<file path="src/design/exec_pkg.sv">
package exec_pkg;

	// ***************************************************************
	// Operation codes presented on the instruction side
	// ***************************************************************
	typedef enum logic [4:0] {
		op_none_t_nop                   = 5'h00,
		load_register_op                = 5'h01,
		store_register_op               = 5'h02,
		compare_op                      = 5'h03,
		compare_negative_op             = 5'h04,
		bitfield_clear_op               = 5'h05,
		bitfield_insert_op              = 5'h06,
		signed_byte_extend_op           = 5'h07,
		unsigned_byte_extend_op         = 5'h08,
		signed_half_extend_op           = 5'h09,
		unsigned_half_extend_op         = 5'h0a,
		branch_op                       = 5'h0b,
		branch_with_link_op             = 5'h0c,
		register_indirect_branch_op     = 5'h0d,
		indirect_branch_with_link_op    = 5'h0e,
		branch_if_zero_op               = 5'h0f,
		branch_if_nonzero_op            = 5'h10
	} exec_op_t;

	// Access sizes for loads and stores
	typedef enum logic [2:0] {
		size_word_t_w   = 3'h0,
		size_ubyte      = 3'h1,
		size_sbyte      = 3'h2,
		size_uhalf      = 3'h3,
		size_shalf      = 3'h4
	} mem_size_t;

	// ***************************************************************
	// Widths, field positions and limits
	// ***************************************************************
	localparam int unsigned DATA_W        = 32;
	localparam int unsigned REG_IDX_W     = 4;
	localparam logic [3:0]  SP_INDEX      = 4'hd;
	localparam logic [3:0]  LR_INDEX      = 4'he;
	localparam logic [3:0]  PC_INDEX      = 4'hf;
	localparam logic [3:0]  LOW_REG_LIMIT = 4'h7;
	localparam logic [1:0]  SHIFT_MAX     = 2'h3;
	localparam logic [4:0]  BYTE_MSB      = 5'h07;
	localparam logic [4:0]  HALF_MSB      = 5'h0f;
	localparam logic [31:0] INSN_LEN      = 32'h0000_0004;
	// Branch reach, in bytes, signed offsets
	localparam logic signed [31:0] REACH_FAR   = 32'sh0100_0000; // 16 MB
	localparam logic signed [31:0] REACH_NEAR  = 32'sh0010_0000; // 1 MB
	localparam logic [31:0]        ZTEST_MIN   = 32'h0000_0004;
	localparam logic [31:0]        ZTEST_MAX   = 32'h0000_0082;
	localparam logic [3:0]         STB_BYTE    = 4'h1;
	localparam logic [3:0]         STB_HALF    = 4'h3;
	localparam logic [3:0]         STB_WORD    = 4'hf;

endpackage : exec_pkg

</file>
<file path="src/design/load_store_bitfield_branch_exec.sv">
// Overview of operation
// - Unsigned byte/half loads zero-extend to 32 bits; plain load moves a word.
// - Signed sizes only on loads, sign-extended; stores must not use them.
// - Address is base plus offset register shifted left 0 to 3.
// - Compare subtracts second operand, sets flags, writes no register.
// - Compare-negative adds second operand, sets flags, writes no register.
// - Both compares set N, Z, C, V like flag-setting add/subtract.
// - Bitfield clear zeroes width bits from low position, rest kept.
// - Bitfield insert copies width source bits from bit 0 into position.
// - Extend ops first rotate source right by 0, 8, 16 or 24.
// - Then take low byte or halfword, sign or zero extend.
// - Bitfield/extend keep flags, refuse stack pointer and PC operands.
// - Indirect branch target is register value with bit 0 cleared.
// - Indirect branch with bit 0 clear raises usage fault, no branch.
// - Branch-with-link forms write next instruction address to link register.
// - Immediate branch reach 16 MB; conditional outside block only 1 MB.
// - Zero-test branches: low registers, forward 4 to 130, not in block.
// - Zero-test taken on zero, nonzero on nonzero; flags unchanged.
`timescale 1ns/1ps
`default_nettype none

module load_store_bitfield_branch_exec (
	// Clock and reset
	input  wire logic                    i_clock,
	input  wire logic                    i_reset_n,
	// Instruction side
	input  wire logic                    i_valid,
	input  wire exec_pkg::exec_op_t      i_op,
	input  wire exec_pkg::mem_size_t     i_size,
	input  wire logic [31:0]             i_pc,
	input  wire logic [3:0]              i_rd_index,
	input  wire logic [3:0]              i_base_index,
	input  wire logic [3:0]              i_second_index,
	input  wire logic [31:0]             i_base_register,
	input  wire logic [31:0]             i_offset_or_target_register,
	input  wire logic [31:0]             i_second_operand,
	input  wire logic [31:0]             i_dest_value,
	input  wire logic [1:0]              i_left_shift_amount,
	input  wire logic [4:0]              i_lsb,
	input  wire logic [5:0]              i_width,
	input  wire logic [1:0]              i_rotate_sel,
	input  wire logic signed [31:0]      i_branch_offset,
	input  wire logic                    i_conditional,
	input  wire logic                    i_in_cond_block,
	// Data memory side
	input  wire logic [31:0]             i_mem_rdata,
	output logic                         o_mem_req,
	output logic                         o_mem_write,
	output logic [31:0]                  o_mem_addr,
	output logic [31:0]                  o_mem_wdata,
	output logic [3:0]                   o_mem_strobe,
	// Results
	output logic                         o_wb_valid,
	output logic [3:0]                   o_wb_index,
	output logic [31:0]                  o_wb_data,
	output logic                         o_link_valid,
	output logic [31:0]                  o_link_register,
	output logic                         o_branch_taken,
	output logic [31:0]                  o_branch_target,
	output logic [3:0]                   o_flags_nzcv,
	output logic                         o_usage_fault_a,
	output logic                         o_illegal
);

	// ***************************************************************
	// Stage registers: one instruction per cycle, load data next cycle
	// ***************************************************************
	logic [31:0]          addr_nxt;
	logic [32:0]          alu_sum;
	logic [31:0]          alu_b;
	logic                 alu_sub;
	logic [31:0]          field_mask;
	logic [31:0]          ext_result;
	logic [31:0]          load_result;
	logic [31:0]          load_shifted;
	logic                 illegal_nxt;
	logic                 is_ext;
	logic                 is_ld;
	logic                 is_st;
	logic                 is_cmp;
	logic                 is_bf;
	logic                 is_zt;
	logic                 is_ind;
	logic                 is_imm_br;
	logic signed [31:0]   reach;
	logic [31:0]          next_pc;
	logic                 load_pending_r;
	logic [3:0]           load_index_r;
	exec_pkg::mem_size_t  load_size_r;
	logic [1:0]           load_lane_r;

	// Operation classes
	assign is_ld     = i_valid && (i_op == exec_pkg::load_register_op);
	assign is_st     = i_valid && (i_op == exec_pkg::store_register_op);
	assign is_cmp    = i_valid && (i_op == exec_pkg::compare_op
	                   || i_op == exec_pkg::compare_negative_op);
	assign is_bf     = i_valid && (i_op == exec_pkg::bitfield_clear_op
	                   || i_op == exec_pkg::bitfield_insert_op);
	assign is_ext    = i_valid && (i_op >= exec_pkg::signed_byte_extend_op)
	                   && (i_op <= exec_pkg::unsigned_half_extend_op);
	assign is_zt     = i_valid && (i_op == exec_pkg::branch_if_zero_op
	                   || i_op == exec_pkg::branch_if_nonzero_op);
	assign is_ind    = i_valid && (i_op == exec_pkg::register_indirect_branch_op
	                   || i_op == exec_pkg::indirect_branch_with_link_op);
	assign is_imm_br = i_valid && (i_op == exec_pkg::branch_op
	                   || i_op == exec_pkg::branch_with_link_op);
	assign next_pc   = i_pc + exec_pkg::INSN_LEN;

	// Base plus scaled offset
	assign addr_nxt = i_base_register + (i_offset_or_target_register << i_left_shift_amount);

	// Shared adder: compare subtracts, compare-negative adds
	assign alu_sub = (i_op == exec_pkg::compare_op);
	assign alu_b   = alu_sub ? ~i_second_operand : i_second_operand;
	assign alu_sum = {1'b0, i_base_register} + {1'b0, alu_b} + {32'h0, alu_sub};

	// Field mask; 33-bit math avoids overflow at width 32
	always_comb begin
		logic [32:0] ones;
		ones       = 33'h0;
		ones       = (33'h1 << i_width) - 33'h1;
		field_mask = ones[31:0] << i_lsb;
	end

	// Rotate-and-extend for the extend ops
	field_extend u_ext (
		.i_value     (i_offset_or_target_register),
		.i_rot_bytes (i_rotate_sel),
		.i_half      (i_op == exec_pkg::signed_half_extend_op
		              || i_op == exec_pkg::unsigned_half_extend_op),
		.i_signed    (i_op == exec_pkg::signed_byte_extend_op
		              || i_op == exec_pkg::signed_half_extend_op),
		.o_result    (ext_result)
	);

	// Load data: the byte lane comes down to bit 0 before extension
	field_extend u_load (
		.i_value     (i_mem_rdata),
		.i_rot_bytes (load_lane_r),
		.i_half      (load_size_r == exec_pkg::size_uhalf
		              || load_size_r == exec_pkg::size_shalf),
		.i_signed    (load_size_r == exec_pkg::size_sbyte
		              || load_size_r == exec_pkg::size_shalf),
		.o_result    (load_shifted)
	);
	assign load_result = (load_size_r == exec_pkg::size_word_t_w)
	                     ? i_mem_rdata : load_shifted;

	// Reach for immediate branches depends on the block context
	assign reach = (i_op == exec_pkg::branch_op && i_conditional && !i_in_cond_block)
	               ? exec_pkg::REACH_NEAR : exec_pkg::REACH_FAR;

	// ***************************************************************
	// Refused encodings; operand checks guard against later misuse
	// ***************************************************************
	always_comb begin
		illegal_nxt = 1'b0;
		if (is_st && (i_size == exec_pkg::size_sbyte || i_size == exec_pkg::size_shalf)) begin
			illegal_nxt = 1'b1;
		end
		if (is_cmp && (i_base_index == exec_pkg::PC_INDEX
		    || i_second_index == exec_pkg::SP_INDEX
		    || i_second_index == exec_pkg::PC_INDEX)) begin
			illegal_nxt = 1'b1;
		end
		if (is_bf && ({1'b0, i_width} + {2'h0, i_lsb} > 7'h20 || i_width == 6'h00)) begin
			illegal_nxt = 1'b1;
		end
		if ((is_bf || is_ext) && (i_rd_index >= exec_pkg::SP_INDEX
		    || (i_op != exec_pkg::bitfield_clear_op
		        && i_second_index >= exec_pkg::SP_INDEX))) begin
			illegal_nxt = 1'b1;
		end
		if ((is_ind || i_op == exec_pkg::branch_with_link_op)
		    && (i_conditional != i_in_cond_block) && i_valid) begin
			illegal_nxt = 1'b1;
		end
		if (i_op == exec_pkg::branch_op && i_valid && !i_conditional && i_in_cond_block) begin
			illegal_nxt = 1'b1;
		end
		if (is_imm_br && (i_branch_offset >= reach || i_branch_offset < -reach)) begin
			illegal_nxt = 1'b1;
		end
		if (is_zt && (i_second_index > exec_pkg::LOW_REG_LIMIT || i_in_cond_block
		    || i_branch_offset < $signed(exec_pkg::ZTEST_MIN)
		    || i_branch_offset > $signed(exec_pkg::ZTEST_MAX))) begin
			illegal_nxt = 1'b1;
		end
	end

	// ***************************************************************
	// Memory request, registered one cycle
	// ***************************************************************
	always_ff @(posedge i_clock or negedge i_reset_n) begin
		if (!i_reset_n) begin
			o_mem_req    <= 1'b0;
			o_mem_write  <= 1'b0;
			o_mem_addr   <= 32'h0;
			o_mem_wdata  <= 32'h0;
			o_mem_strobe <= 4'h0;
		end else begin
			o_mem_req   <= (is_ld || is_st) && !illegal_nxt;
			o_mem_write <= is_st && !illegal_nxt;
			o_mem_addr  <= addr_nxt;
			// Replicate low data across lanes; strobe picks the lane
			unique case (i_size)
				exec_pkg::size_ubyte, exec_pkg::size_sbyte: begin
					o_mem_wdata  <= {4{i_dest_value[7:0]}};
					o_mem_strobe <= exec_pkg::STB_BYTE << addr_nxt[1:0];
				end
				exec_pkg::size_uhalf, exec_pkg::size_shalf: begin
					o_mem_wdata  <= {2{i_dest_value[15:0]}};
					o_mem_strobe <= exec_pkg::STB_HALF << {addr_nxt[1], 1'b0};
				end
				default: begin
					o_mem_wdata  <= i_dest_value;
					o_mem_strobe <= exec_pkg::STB_WORD;
				end
			endcase
		end
	end

	// Load tracking; data returns in the request cycle, written back at its end
	always_ff @(posedge i_clock or negedge i_reset_n) begin
		if (!i_reset_n) begin
			load_pending_r <= 1'b0;
			load_index_r   <= 4'h0;
			load_size_r    <= exec_pkg::size_word_t_w;
			load_lane_r    <= 2'h0;
		end else begin
			load_pending_r <= is_ld && !illegal_nxt;
			load_index_r   <= i_rd_index;
			load_size_r    <= i_size;
			load_lane_r    <= addr_nxt[1:0];
		end
	end

	// ***************************************************************
	// Register write-back; compares write nothing
	// ***************************************************************
	always_ff @(posedge i_clock or negedge i_reset_n) begin
		if (!i_reset_n) begin
			o_wb_valid <= 1'b0;
			o_wb_index <= 4'h0;
			o_wb_data  <= 32'h0;
		end else if (load_pending_r) begin
			o_wb_valid <= 1'b1;
			o_wb_index <= load_index_r;
			o_wb_data  <= load_result;
		end else begin
			o_wb_valid <= (is_bf || is_ext) && !illegal_nxt;
			o_wb_index <= i_rd_index;
			if (i_op == exec_pkg::bitfield_clear_op) begin
				o_wb_data <= i_dest_value & ~field_mask;
			end else if (i_op == exec_pkg::bitfield_insert_op) begin
				o_wb_data <= (i_dest_value & ~field_mask)
				             | ((i_second_operand << i_lsb) & field_mask);
			end else begin
				o_wb_data <= ext_result;
			end
		end
	end

	// Condition flags: only compares touch them
	always_ff @(posedge i_clock or negedge i_reset_n) begin
		if (!i_reset_n) begin
			o_flags_nzcv <= 4'h0;
		end else if (is_cmp && !illegal_nxt) begin
			o_flags_nzcv <= {alu_sum[31], alu_sum[31:0] == 32'h0, alu_sum[32],
			                 (i_base_register[31] == alu_b[31])
			                 && (alu_sum[31] != i_base_register[31])};
		end
	end

	// ***************************************************************
	// Branch resolution, link write and usage fault
	// ***************************************************************
	always_ff @(posedge i_clock or negedge i_reset_n) begin
		if (!i_reset_n) begin
			o_branch_taken  <= 1'b0;
			o_branch_target <= 32'h0;
			o_link_valid    <= 1'b0;
			o_link_register <= 32'h0;
			o_usage_fault_a <= 1'b0;
			o_illegal       <= 1'b0;
		end else begin
			o_illegal       <= illegal_nxt;
			o_usage_fault_a <= is_ind && !illegal_nxt
			                   && !i_offset_or_target_register[0];
			o_link_register <= next_pc;
			o_link_valid    <= !illegal_nxt
			                   && ((is_ind && i_offset_or_target_register[0]
			                        && i_op == exec_pkg::indirect_branch_with_link_op)
			                       || (i_valid && i_op == exec_pkg::branch_with_link_op));
			if (is_ind) begin
				o_branch_taken  <= !illegal_nxt && i_offset_or_target_register[0];
				o_branch_target <= {i_offset_or_target_register[31:1], 1'b0};
			end else if (is_zt) begin
				o_branch_taken  <= !illegal_nxt && ((i_second_operand == 32'h0)
				                   == (i_op == exec_pkg::branch_if_zero_op));
				o_branch_target <= i_pc + i_branch_offset;
			end else begin
				o_branch_taken  <= is_imm_br && !illegal_nxt;
				o_branch_target <= i_pc + i_branch_offset;
			end
		end
	end

endmodule : load_store_bitfield_branch_exec

`default_nettype wire

</file>
<file path="src/design/field_extend.sv">
`timescale 1ns/1ps
`default_nettype none

// Rotate then extend; shared by extend ops and load data alignment
module field_extend (
	// Source and selection
	input  wire logic [31:0] i_value,
	input  wire logic [1:0]  i_rot_bytes,
	input  wire logic        i_half,
	input  wire logic        i_signed,
	// Result
	output logic      [31:0] o_result
);

	logic [31:0] rotated;
	logic [4:0]  rot_bits;

	// ***************************************************************
	// Rotate right by whole bytes, then pick the low field
	// ***************************************************************
	assign rot_bits = {i_rot_bytes, 3'h0};
	assign rotated  = (i_value >> rot_bits) | (i_value << (6'h20 - {1'b0, rot_bits}));

	// Extraction after rotation, sign or zero fill
	always_comb begin
		if (i_half) begin
			o_result = {{16{i_signed & rotated[exec_pkg::HALF_MSB]}}, rotated[15:0]};
		end else begin
			o_result = {{24{i_signed & rotated[exec_pkg::BYTE_MSB]}}, rotated[7:0]};
		end
	end

endmodule : field_extend

`default_nettype wire

</file>
<file path="config.mk">
export PLATFORM = sky130hd
export DESIGN_NAME = load_store_bitfield_branch_exec
export DESIGN_NICKNAME = d
export VERILOG_FILES = /design/src/design/exec_pkg.sv /design/src/design/load_store_bitfield_branch_exec.sv /design/src/design/field_extend.sv
export SDC_FILE = /design/constraint.sdc
export NUM_CORES = 1
export LEC_CHECK = 0
export ABC_CLOCK_PERIOD_IN_PS = 4110
export BUFFER_PORTS_ARGS = -buffer_cell sky130_fd_sc_hd__buf_4
export CAP_MARGIN = 20
export CORE_MARGIN = 1.5
export CORE_UTILIZATION = 50
export CTS_CLUSTER_DIAMETER = 30
export DETAILED_ROUTE_END_ITERATION = 12
export GPL_TIMING_DRIVEN = 0
export PLACE_DENSITY = 0.75
export SKIP_CTS_REPAIR_TIMING = 1
export SYNTH_ARGS = -nofsm -noshare
export SYNTH_HDL_FRONTEND = slang
export SYNTH_SLANG_ARGS = --single-unit
</file>
<file path="constraint.sdc">
create_clock -name i_clock -period 4.11 [get_ports i_clock]
set_clock_uncertainty 0.05 [all_clocks]
set_input_delay 0.2055 -clock i_clock [delete_from_list [all_inputs] [get_ports i_clock]]
set_output_delay 0.2055 -clock i_clock [all_outputs]
set_load 0.03 [all_outputs]
</file>
[Word level (Yosys, flattened, before mapping)]
Cells that the tools add are included.
Word-level totals
  flip-flop bits (word level): 189
  latch bits: 0
  memory bits (writable): 0
  ROM bits: 0
  bits of input ports: 264
  output and inout port bits: 179
  word-level logic and storage cells: 183
  memories kept: 0
Operators by class
  add/subtract/negate cells: 10
  multipliers: 0
  divide/modulo/power cells: 0
  $lt $le $gt $ge: 10
  eq/ne operators: 30
  shift-type cells: 10
  multiplexer cells: 23
  bitwise gates (word level): 11
  reduce and logical (&&, ||, !) cells: 70
Operators with widths (number)
  32-bit 2-to-1 mux: 8
  32-bit adder: 2
  32-bit bitwise AND: 2
  32-bit zero test: 2
  32-bit NOT: 2
  32-bit case mux with 2 select lines: 1
  32-bit by 5-bit << shifter with 32-bit output: 2
  32-bit by 6-bit << shifter with 16-bit output: 2
  32-bit by 5-bit >> shifter with 16-bit output: 2
  1-bit logical AND: 38
  5-bit by 4-bit == test with 1-bit output (second input constant): 7
  32-bit by 32-bit adder with 33-bit output: 1
  33-bit by 1-bit adder with 33-bit output: 1
  32-bit by 3-bit adder with 32-bit output (second input constant): 1
  32-bit by 26-bit greater-or-equal comparator with 1-bit output: 1
  32-bit by 9-bit > comparator with 1-bit output (second input constant): 1
  32-bit < comparator: 1
  32-bit by 4-bit < comparator with 1-bit output (second input constant): 1
  25-bit negation with 32-bit output: 1
  16-bit bitwise OR: 2
  32-bit bitwise OR: 1
  1-bit by 6-bit << shifter with 32-bit output (first input constant): 1
  32-bit by 2-bit << shifter with 32-bit output: 1
  32-bit by 1-bit subtractor with 32-bit output (second input constant): 1
  30 further kinds: 82

[Longest topological paths before layout]
Gate-level depths: netlist of run 1.
  depth in word-level cells: 15
  mapped depth: 18
  gate-level depth less buffers: 15

[Modules after synthesis]
Synthesis of run 1 repeated with hierarchy kept, for this count alone.
Second synthesis, totals
  cell total of the unflattened synthesis: 2347
  area, all modules: 19466.2 sq um
Modules (own cells, without submodules)
  load_store_bitfield_branch_exec: instances 1, cells an instance 2167, area an instance 18189.9 sq um, sequential area each 4679.5 sq um
  field_extend: instances 2, cells an instance 90, area an instance 638.1 sq um, sequential area each 0.0 sq um

[Least setup slack after synthesis of run 1]
Ideal clock, no wire load.
  path kind: in2reg
  start point: input port i_op[4]
  end point: register o_flags_nzcv[2]
  setup time: 0.066 ns
  arrival: 4.137 ns
  required time: 3.994 ns
  path slack: -0.143 ns
  stages on the path: 16
  path buffers: 2
  cell sequence: or3b_1 -> or2_2 -> clkbuf_1 -> buf_1 -> xnor2_1 -> ha_1 -> o21ai_0 -> a22oi_1 -> a2111oi_2 -> nor3_1 -> o31ai_4 -> o21ai_2 -> or4_1 -> a2111oi_0 -> nand4_1 -> nand2_1
On the way
  longest elaborated chain between the ends: 13
  elaborated cells between the ends (all ways): 63
  those cells by class: 3 x add/sub; 4 x order compare; 12 x eq/ne; 10 x mux; 34 x reduce/logical
Ends and longest elaborated chain
  start, declared: RTL line load_store_bitfield_branch_exec.sv:28  | input wire exec_pkg::exec_op_t i_op,
  branches (longest 13 deep; another with 25-bit negation with 32-bit output)
  end signal, assigned: RTL line load_store_bitfield_branch_exec.sv:269  | o_flags_nzcv <= {alu_sum[31], alu_sum[31:0] == 32'h0, alu_sum[32],
  end, declared: RTL line load_store_bitfield_branch_exec.sv:60  | output logic [3:0] o_flags_nzcv,
Parallel ways; which one is timed is not known.
A chain may end at the register's enable or synchronous reset.

[Final worst setup path of run 1]
  start point: input port i_width[5]
  end point: register o_wb_data[11]
On the way
  longest elaborated chain between the ends: 9
  elaborated cells between the ends (all ways): 10
  those cells by class: 1 x add/sub; 2 x shift; 3 x mux; 4 x bitwise
Ends and longest elaborated chain
  start, declared: RTL line load_store_bitfield_branch_exec.sv:40  | input wire logic [5:0] i_width,
  1-bit by 6-bit << shifter with 32-bit output (*): RTL line load_store_bitfield_branch_exec.sv:121  | ones = (33'h1 << i_width) - 33'h1;
  32-bit by 1-bit subtractor with 32-bit output (*): RTL line load_store_bitfield_branch_exec.sv:121
  32-bit by 5-bit << shifter with 32-bit output (*): RTL line load_store_bitfield_branch_exec.sv:122  | field_mask = ones[31:0] << i_lsb;
  32-bit NOT: RTL line load_store_bitfield_branch_exec.sv:254, load_store_bitfield_branch_exec.sv:256
  32-bit bitwise AND: RTL line load_store_bitfield_branch_exec.sv:254, load_store_bitfield_branch_exec.sv:256
  32-bit bitwise OR: RTL line load_store_bitfield_branch_exec.sv:257  | | ((i_second_operand << i_lsb) & field_mask);
  32-bit 2-to-1 mux: RTL line load_store_bitfield_branch_exec.sv:255  | end else if (i_op == exec_pkg::bitfield_insert_op) begin
  32-bit 2-to-1 mux (*): RTL line load_store_bitfield_branch_exec.sv:253  | if (i_op == exec_pkg::bitfield_clear_op) begin
  32-bit 2-to-1 mux (*): RTL line load_store_bitfield_branch_exec.sv:246  | end else if (load_pending_r) begin
  end signal, assigned: RTL line load_store_bitfield_branch_exec.sv:254  | o_wb_data <= i_dest_value & ~field_mask;
  end signal, assigned: RTL line load_store_bitfield_branch_exec.sv:256  | o_wb_data <= (i_dest_value & ~field_mask)
  end signal, assigned: RTL line load_store_bitfield_branch_exec.sv:259  | o_wb_data <= ext_result;
  end, declared: RTL line load_store_bitfield_branch_exec.sv:55  | output logic [31:0] o_wb_data,
Mark *: on every way between the ends. The rest lies on a longest branch, timed or not.

==> impl_metrics.env, run 1 <==
export IMPL_cp_common_cell="a21oi_1"
export IMPL_clkSinkCount=187
export IMPL_nets=3249
export IMPL_cp_slowest_cell="or4_4"
export IMPL_met2_usage=0.710
export IMPL_root_buffer="clkbuf_16"
export IMPL_cts_clk_slew_worst_paths_ns=0.08
export IMPL_hp_class="in -> reg"
export IMPL_pre_cts_slack_ns=-1.19
export IMPL_maxSlewViolCount=0
export IMPL_worstPathBufferInverterCount=2
export IMPL_grtUsageTotal=0.446
export IMPL_vias=23198
export IMPL_ys_types=90
export IMPL_crit_type="in -> reg"
export IMPL_endpoint_kind="flop"
export IMPL_final_common_cell="buf_4"
export IMPL_grt_pass1_wl_um=131000
export IMPL_drtAntennaViolNets=0
export IMPL_status="finished with violations"
export IMPL_synth_seq_cells=187
export IMPL_setup_tns_ns=0
export IMPL_p_leak_uw=0.0108
export IMPL_io_buffers=437
export IMPL_p_comb_frac=0.489
export IMPL_fin_ws_ns=0.00484
export IMPL_grt_max_degree=95
export IMPL_cap_violations=0
export IMPL_period_needed_ns=4.11
export IMPL_wl_per_cell_um=27.5
export IMPL_crit_chain="buf_2 > or4_4 > or3_1 > ha_1 > clkbuf_2 > nor2_1 > a21oi_1 > a2bb2oi_1 > o22ai_1 > mux4_2 > mux2i_1 > a211o_1 > o21ai_0 > a21oi_1 > o31ai_1"
export IMPL_dieArea_um2=39800
export IMPL_crit_required_ns=4.40
export IMPL_antenna_found_initial=10
export IMPL_async_reset_ff_frac=1.00
export IMPL_cts_buffer_depth=2
export IMPL_drive_gt1_frac=0.248
export IMPL_syn2layout_area_growth_pct=29.7
export IMPL_fin_crit_sh=0.999
export IMPL_row_count=71
export IMPL_p_switching_uw=3320
export IMPL_initial_core_util=0.510
export IMPL_synth_seq_area_share=0.243
export IMPL_numCtsBuffers=17
export IMPL_drc=0
export IMPL_syn_num_nets=2708
export IMPL_most_common_layout_cells="buf_4 (449), nand2_1 (234), a21oi_1 (220)"
export IMPL_peakVddDrop_v=0.000353
export IMPL_violations="hold timing"
export IMPL_slew_headroom=0.117
export IMPL_initialDrtViolationCount=2730
export IMPL_synth_ff_type="dfrtp_1"
export IMPL_dp_hpwl_um=73100
export IMPL_place_gp_congestion=1.07
export IMPL_fp_dieH_um=199
export IMPL_critPathMaxStageDelay_ns=0.60
export IMPL_power_density_nw_per_um2=313
export IMPL_crit_arrival_ns=4.40
export IMPL_htreeDepth=4
export IMPL_pwr_share_seq=0.279
export IMPL_p_sw_frac=0.424
export IMPL_synth_edff_count=0
export IMPL_final_area_um2=25000
export IMPL_core_um2=37800
export IMPL_postSynthCellCount=2332
export IMPL_die_w_um=199
export IMPL_holdWs_ns=-0.0340
export IMPL_grt_pass1_vias=21498
export IMPL_vias_per_cell=6.81
export IMPL_clockPowerShare=0.232
export IMPL_top_usage_layer="met2"
export IMPL_netlist_area_um2=19300
export IMPL_syn_avg_cell_area_um2=8.27
export IMPL_worst_path_max_fanout=10
export IMPL_clock_latency_ns=0.49
export IMPL_final_util=0.661
export IMPL_gr_usage_met1=0.541
export IMPL_crit_family="compound AO/OA/AOI/OAI gates"
export IMPL_grt_overflow_total=0
export IMPL_cts_tree="done"
export IMPL_max_slew_worst_pin_slew_ns=1.31
export IMPL_cp_start_kind="input pin"
export IMPL_ys_warn_count=0
export IMPL_grt_use_met3=0.121
export IMPL_setup_viol=0
export IMPL_top_level_ports=443
export IMPL_finalHoldViolations=11
export IMPL_intPower_uw=4520
export IMPL_drt_pass1_iter_count=6
export IMPL_place_area_um2=23300
export IMPL_fmax_mhz=244
export IMPL_wirelength_um=93600
-- through the flow --
step                total power, uW  instances  hold slack [ns]
floorplan                      4360       2332           -0.140
global placement               5700       3280            0.283
detailed placement             5760       3282            0.183
CTS                            7560       3314           -0.312
global route                   8100       3405         -0.00474
finish                         7850       3405          -0.0340
-- kinds of logic (layout without fill, tap and decap cells) --
logic type	Yosys count	in the layout	synth area share
xor gates and xnor gates	136	136	0.0617
muxes	177	177	0.130
other	0	8	0
DFF	187	187	0.243
buffers and inverters	197	751	0.0414
AOI/OAI and AO/OA	761	761	0.254
adders and majority gates	112	112	0.0742
and+or+nand+nor	762	762	0.196
-- metal layers --
layer / wire (um) / part of all wire
met1: 33000 / 0.35
met2: 41800 / 0.45
met3: 12000 / 0.13
met4: 6700 / 0.072
met5: 13 / 0.00014
-- cell type report --
cell class                 instances  area, um2
multi-input combinational       1948      14100
fill                            3045      12800
sequential                       187       4680
timing repair buffer             526       4160
tap                              511        639
buffer                           135        596
clock buffer                      19        433
inverter                          58        221
clock inverter                    13        184
antenna                            8       20.0
-- cells in the mapped netlist, types with 12 or more instances --
library cell / instances / area (um2)
xor2_1: 39 / 342
nand2b_1: 28 / 175
buf_1: 21 / 78.8
nor3b_1: 17 / 128
a211oi_1: 33 / 248
nor3_1: 51 / 255
o21a_1: 17 / 128
o31ai_1: 19 / 143
mux2_2: 46 / 518
or2_2: 17 / 106
nand3_1: 50 / 250
mux2i_1: 77 / 771
xnor2_1: 97 / 850
o21ai_0: 167 / 836
a22oi_1: 20 / 150
clkbuf_1: 87 / 327
mux4_2: 52 / 1170
or3_1: 21 / 131
nor4_1: 34 / 213
ha_1: 108 / 1350
a221oi_1: 20 / 175
inv_1: 53 / 199
o22ai_1: 25 / 156
a31oi_1: 43 / 269
buf_2: 26 / 130
nor2_1: 164 / 616
a21o_1: 29 / 218
a21oi_1: 223 / 1120
and3_1: 26 / 163
dfrtp_1: 187 / 4680
nand2_1: 234 / 878
nor2b_1: 31 / 194
o211ai_1: 12 / 90.1
nand4_1: 29 / 181
and2_1: 17 / 106
o21bai_1: 19 / 143
-- power groups by stage --
stage	clock network [uW]	logic, uW	registers (uW)
after floorplan	0	1650	2720
after global placement	0	3490	2210
after detailed placement	0	3550	2210
after CTS	1810	3570	2180
after global routing	1880	4010	2210
final	1820	3830	2190
-- state kept, by name, summed over array words and instances (netlist names), 3 cells and up --
signal	count
o_branch_target	32
o_link_register	32
o_mem_wdata	32
o_wb_data	32
o_mem_addr	31
load_index_r	4
o_flags_nzcv	4
o_mem_strobe	4
o_wb_index	4
load_size_r	3
-- worst paths after layout --
kind | start | endpoint | slack (ns) | cells past startpoint
setup / recovery | i_width[5] | o_wb_data[11] | 0.005 | 15
hold / removal | i_offset_or_target_register[26] | o_branch_target[26] | -0.03 | 3
setup reg to reg | load_lane_r[0] | o_wb_data[19] | 0.14 | 13
hold reg to reg | o_flags_nzcv[3] | o_flags_nzcv[3] | 0.45 | 2
max in group asynchronous | i_reset_n | o_flags_nzcv[2] | 2.85 | 3
min in group asynchronous | i_reset_n | o_link_register[31] | 0.21 | 2
-- worst register-to-register path, stage by stage, from the launching register on --
cell and delay [ns]:
dfrtp_2 0.45, clkbuf_4 0.25, inv_1 0.13, ha_1 0.33, or2_2 0.29, clkbuf_1 0.18, a21oi_1 0.20, a21oi_1 0.10
or4b_2 0.60, clkbuf_1 0.20, o31a_1 0.19, o21ai_4 0.24, a21oi_1 0.13, a2111oi_2 0.48
No activity file was read; power rests on OpenSTA's default activity.
==> run 2: changes to the inputs <==
CORE_MARGIN = 2   (was 1.5)
==> run 2 against run 1 <==
The run ends with hold timing, setup timing left. Die area increased by 1.0%. Final cell count increased by 0.88%. Cell area increased by 1.1%. Global-route usage decreased by 0.25 points. Fmax decreased by 0.62%. Clock power increased by 3%. Sequential cell count unchanged. Utilization increased by 0.76 points. Critical path type is now reg -> reg.
==> impl_metrics.env, run 2 (synthesis gave the netlist of run 1 again) <==
export IMPL_status="finished with violations"
export IMPL_violations="hold timing, setup timing"
export IMPL_r2r_start="load_lane_r[0]"
export IMPL_p_leak_uw=0.0109
export IMPL_hp_class="in -> reg"
export IMPL_io_buffers=437
export IMPL_endpoint_kind="flop"
export IMPL_core_um2=37800
export IMPL_antenna_found_initial=11
export IMPL_maxSlewViolCount=0
export IMPL_setup_viol=2
export IMPL_peakVddDrop_v=0.000409
export IMPL_vias_per_cell=7.01
export IMPL_vias=24079
export IMPL_top_level_ports=443
export IMPL_place_gp_congestion=1.07
export IMPL_grt_pass1_wl_um=135000
export IMPL_syn2layout_area_growth_pct=31.2
export IMPL_nets=3279
export IMPL_crit_type="reg -> reg"
export IMPL_grt_max_degree=103
export IMPL_grt_pass1_vias=21654
export IMPL_wl_per_cell_um=29.1
export IMPL_worst_path_max_fanout=10
export IMPL_max_slew_worst_pin_slew_ns=1.27
export IMPL_worstPathBufferInverterCount=4
export IMPL_drtAntennaViolNets=0
export IMPL_period_needed_ns=4.13
export IMPL_dp_hpwl_um=73300
export IMPL_root_buffer="clkbuf_16"
export IMPL_grtUsageTotal=0.444
export IMPL_power_density_nw_per_um2=317
export IMPL_total_power_uw=8010
export IMPL_fmax_mhz=242
export IMPL_finalHoldViolations=4
export IMPL_fin_crit_sh=1.01
export IMPL_initial_core_util=0.510
export IMPL_final_util=0.669
export IMPL_reg2reg_depth=15
export IMPL_reg2reg_to="o_wb_data[22]"
export IMPL_wirelength_um=100000
export IMPL_min_from="i_offset_or_target_register[11]"
export IMPL_cts_clk_slew_worst_paths_ns=0.08
export IMPL_numCtsBuffers=17
export IMPL_cp_common_cell="a21oi_1"
export IMPL_fp_dieH_um=200
export IMPL_holdWs_ns=-0.0256
export IMPL_die_w_um=200
export IMPL_crit_required_ns=4.46
export IMPL_drive_gt1_frac=0.247
export IMPL_rsz0062_at_grt="yes"
export IMPL_crit_family="simple AND/OR/NAND/NOR gates"
export IMPL_reg2reg_slack_ns=-0.02
export IMPL_crit_chain="buf_6 > clkinvlp_4 > ha_1 > or2_2 > clkbuf_1 > a21oi_1 > a21oi_1 > or4b_2 > clkbuf_1 > o31a_1 > o21ai_4 > a21oi_1 > nor4_1 > mux2i_1 > o31ai_1"
export IMPL_drc=0
export IMPL_fin_ws_ns=-0.0206
export IMPL_clock_latency_ns=0.51
export IMPL_grt_overflow_total=0
export IMPL_row_count=71
export IMPL_critPathMaxStageDelay_ns=0.62
export IMPL_dieArea_um2=40200
export IMPL_crit_arrival_ns=4.48
export IMPL_cp_start_kind="flop"
export IMPL_holdPathStages=3
export IMPL_final_common_cell="buf_4"
export IMPL_fillers=2904
export IMPL_slew_headroom=0.145
export IMPL_htreeDepth=4
export IMPL_cts_tree="done"
export IMPL_min_to="o_branch_target[11]"
export IMPL_clkSinkCount=187
export IMPL_cts_buffer_depth=2
export IMPL_cap_violations=0
export IMPL_drt_pass1_iter_count=6
export IMPL_initialDrtViolationCount=3267
export IMPL_cp_slowest_cell="or4b_2"
export IMPL_most_common_layout_cells="buf_4 (450), nand2_1 (234), a21oi_1 (218)"
run 2: cell types whose count changed in the layout (fill, tap and decap cells not counted), moves of 3 or more:
cell / before / now
clkbuf_2: 10 / 6
ha_1: 107 / 104
dlygate4sd3_1: 76 / 103
ha_2: 1 / 4
run 2: final cells by class:
class                           instances  area [um2]  area share
Multi-Input combinational cell       1948       14100       0.556
Sequential cell                       187        4680       0.185
Timing Repair Buffer                  555        4450       0.176
Tap cell                              511         639      0.0253
Buffer                                136         609      0.0241
Clock buffer                           18         429      0.0170
Inverter                               58         225     0.00890
Clock inverter                         12         186     0.00736
Antenna cell                           10        25.0    0.000988
run 2: how the worst max path moves through the flow:
stage                               start         endpoint  slack [ns]  cells after the start
after floorplan                   i_op[4]  o_flags_nzcv[2]      -0.004                     16
after global placement    i_rotate_sel[0]    o_wb_data[19]       -1.26                     12
after detailed placement          i_op[4]  o_flags_nzcv[2]       -1.12                     18
after CTS                  load_lane_r[0]    o_wb_data[19]       -0.63                     13
after global routing       load_lane_r[0]    o_wb_data[22]       -0.18                     15
final                      load_lane_r[0]    o_wb_data[22]       -0.02                     15
run 2: stage by stage:
| stage | setup TNS, ns | setup slack (ns) | cells | cell area [um2] |
|---|---|---|---|---|
| 2_1_floorplan | -0.00361 | -0.00361 | 2332 | 19300 |
| 3_3_place_gp | -23.93 | -1.26 | 3280 | 23200 |
| 3_5_place_dp | -20.82 | -1.12 | 3284 | 23300 |
| 4_1_cts | -7.55 | -0.629 | 3314 | 23900 |
| 5_1_grt | -1.54 | -0.181 | 3432 | 25300 |
| 6_report | -0.0362 | -0.0206 | 3435 | 25300 |
run 2: worst min-delay path, cell delays in order:
cell	delay, ns
buf_4	0.14
nand2_1	0.05
o21ai_0	0.09
run 2: power by group:
part | internal, uW | switching (uW)
Clock | 1020 | 854
Combinational | 1480 | 2460
Sequential | 2090 | 113
run 2: routing by layer:
| metal | vias to the layer above | global-route usage | routed length (um) |
|---|---|---|---|
| li1 | 9978 | - | - |
| met1 | 11262 | 0.552 | 35200 |
| met2 | 2226 | 0.700 | 43800 |
| met3 | 609 | 0.116 | 13500 |
| met4 | 4 | 0.253 | 7470 |
| met5 | - | 0 | 28 |
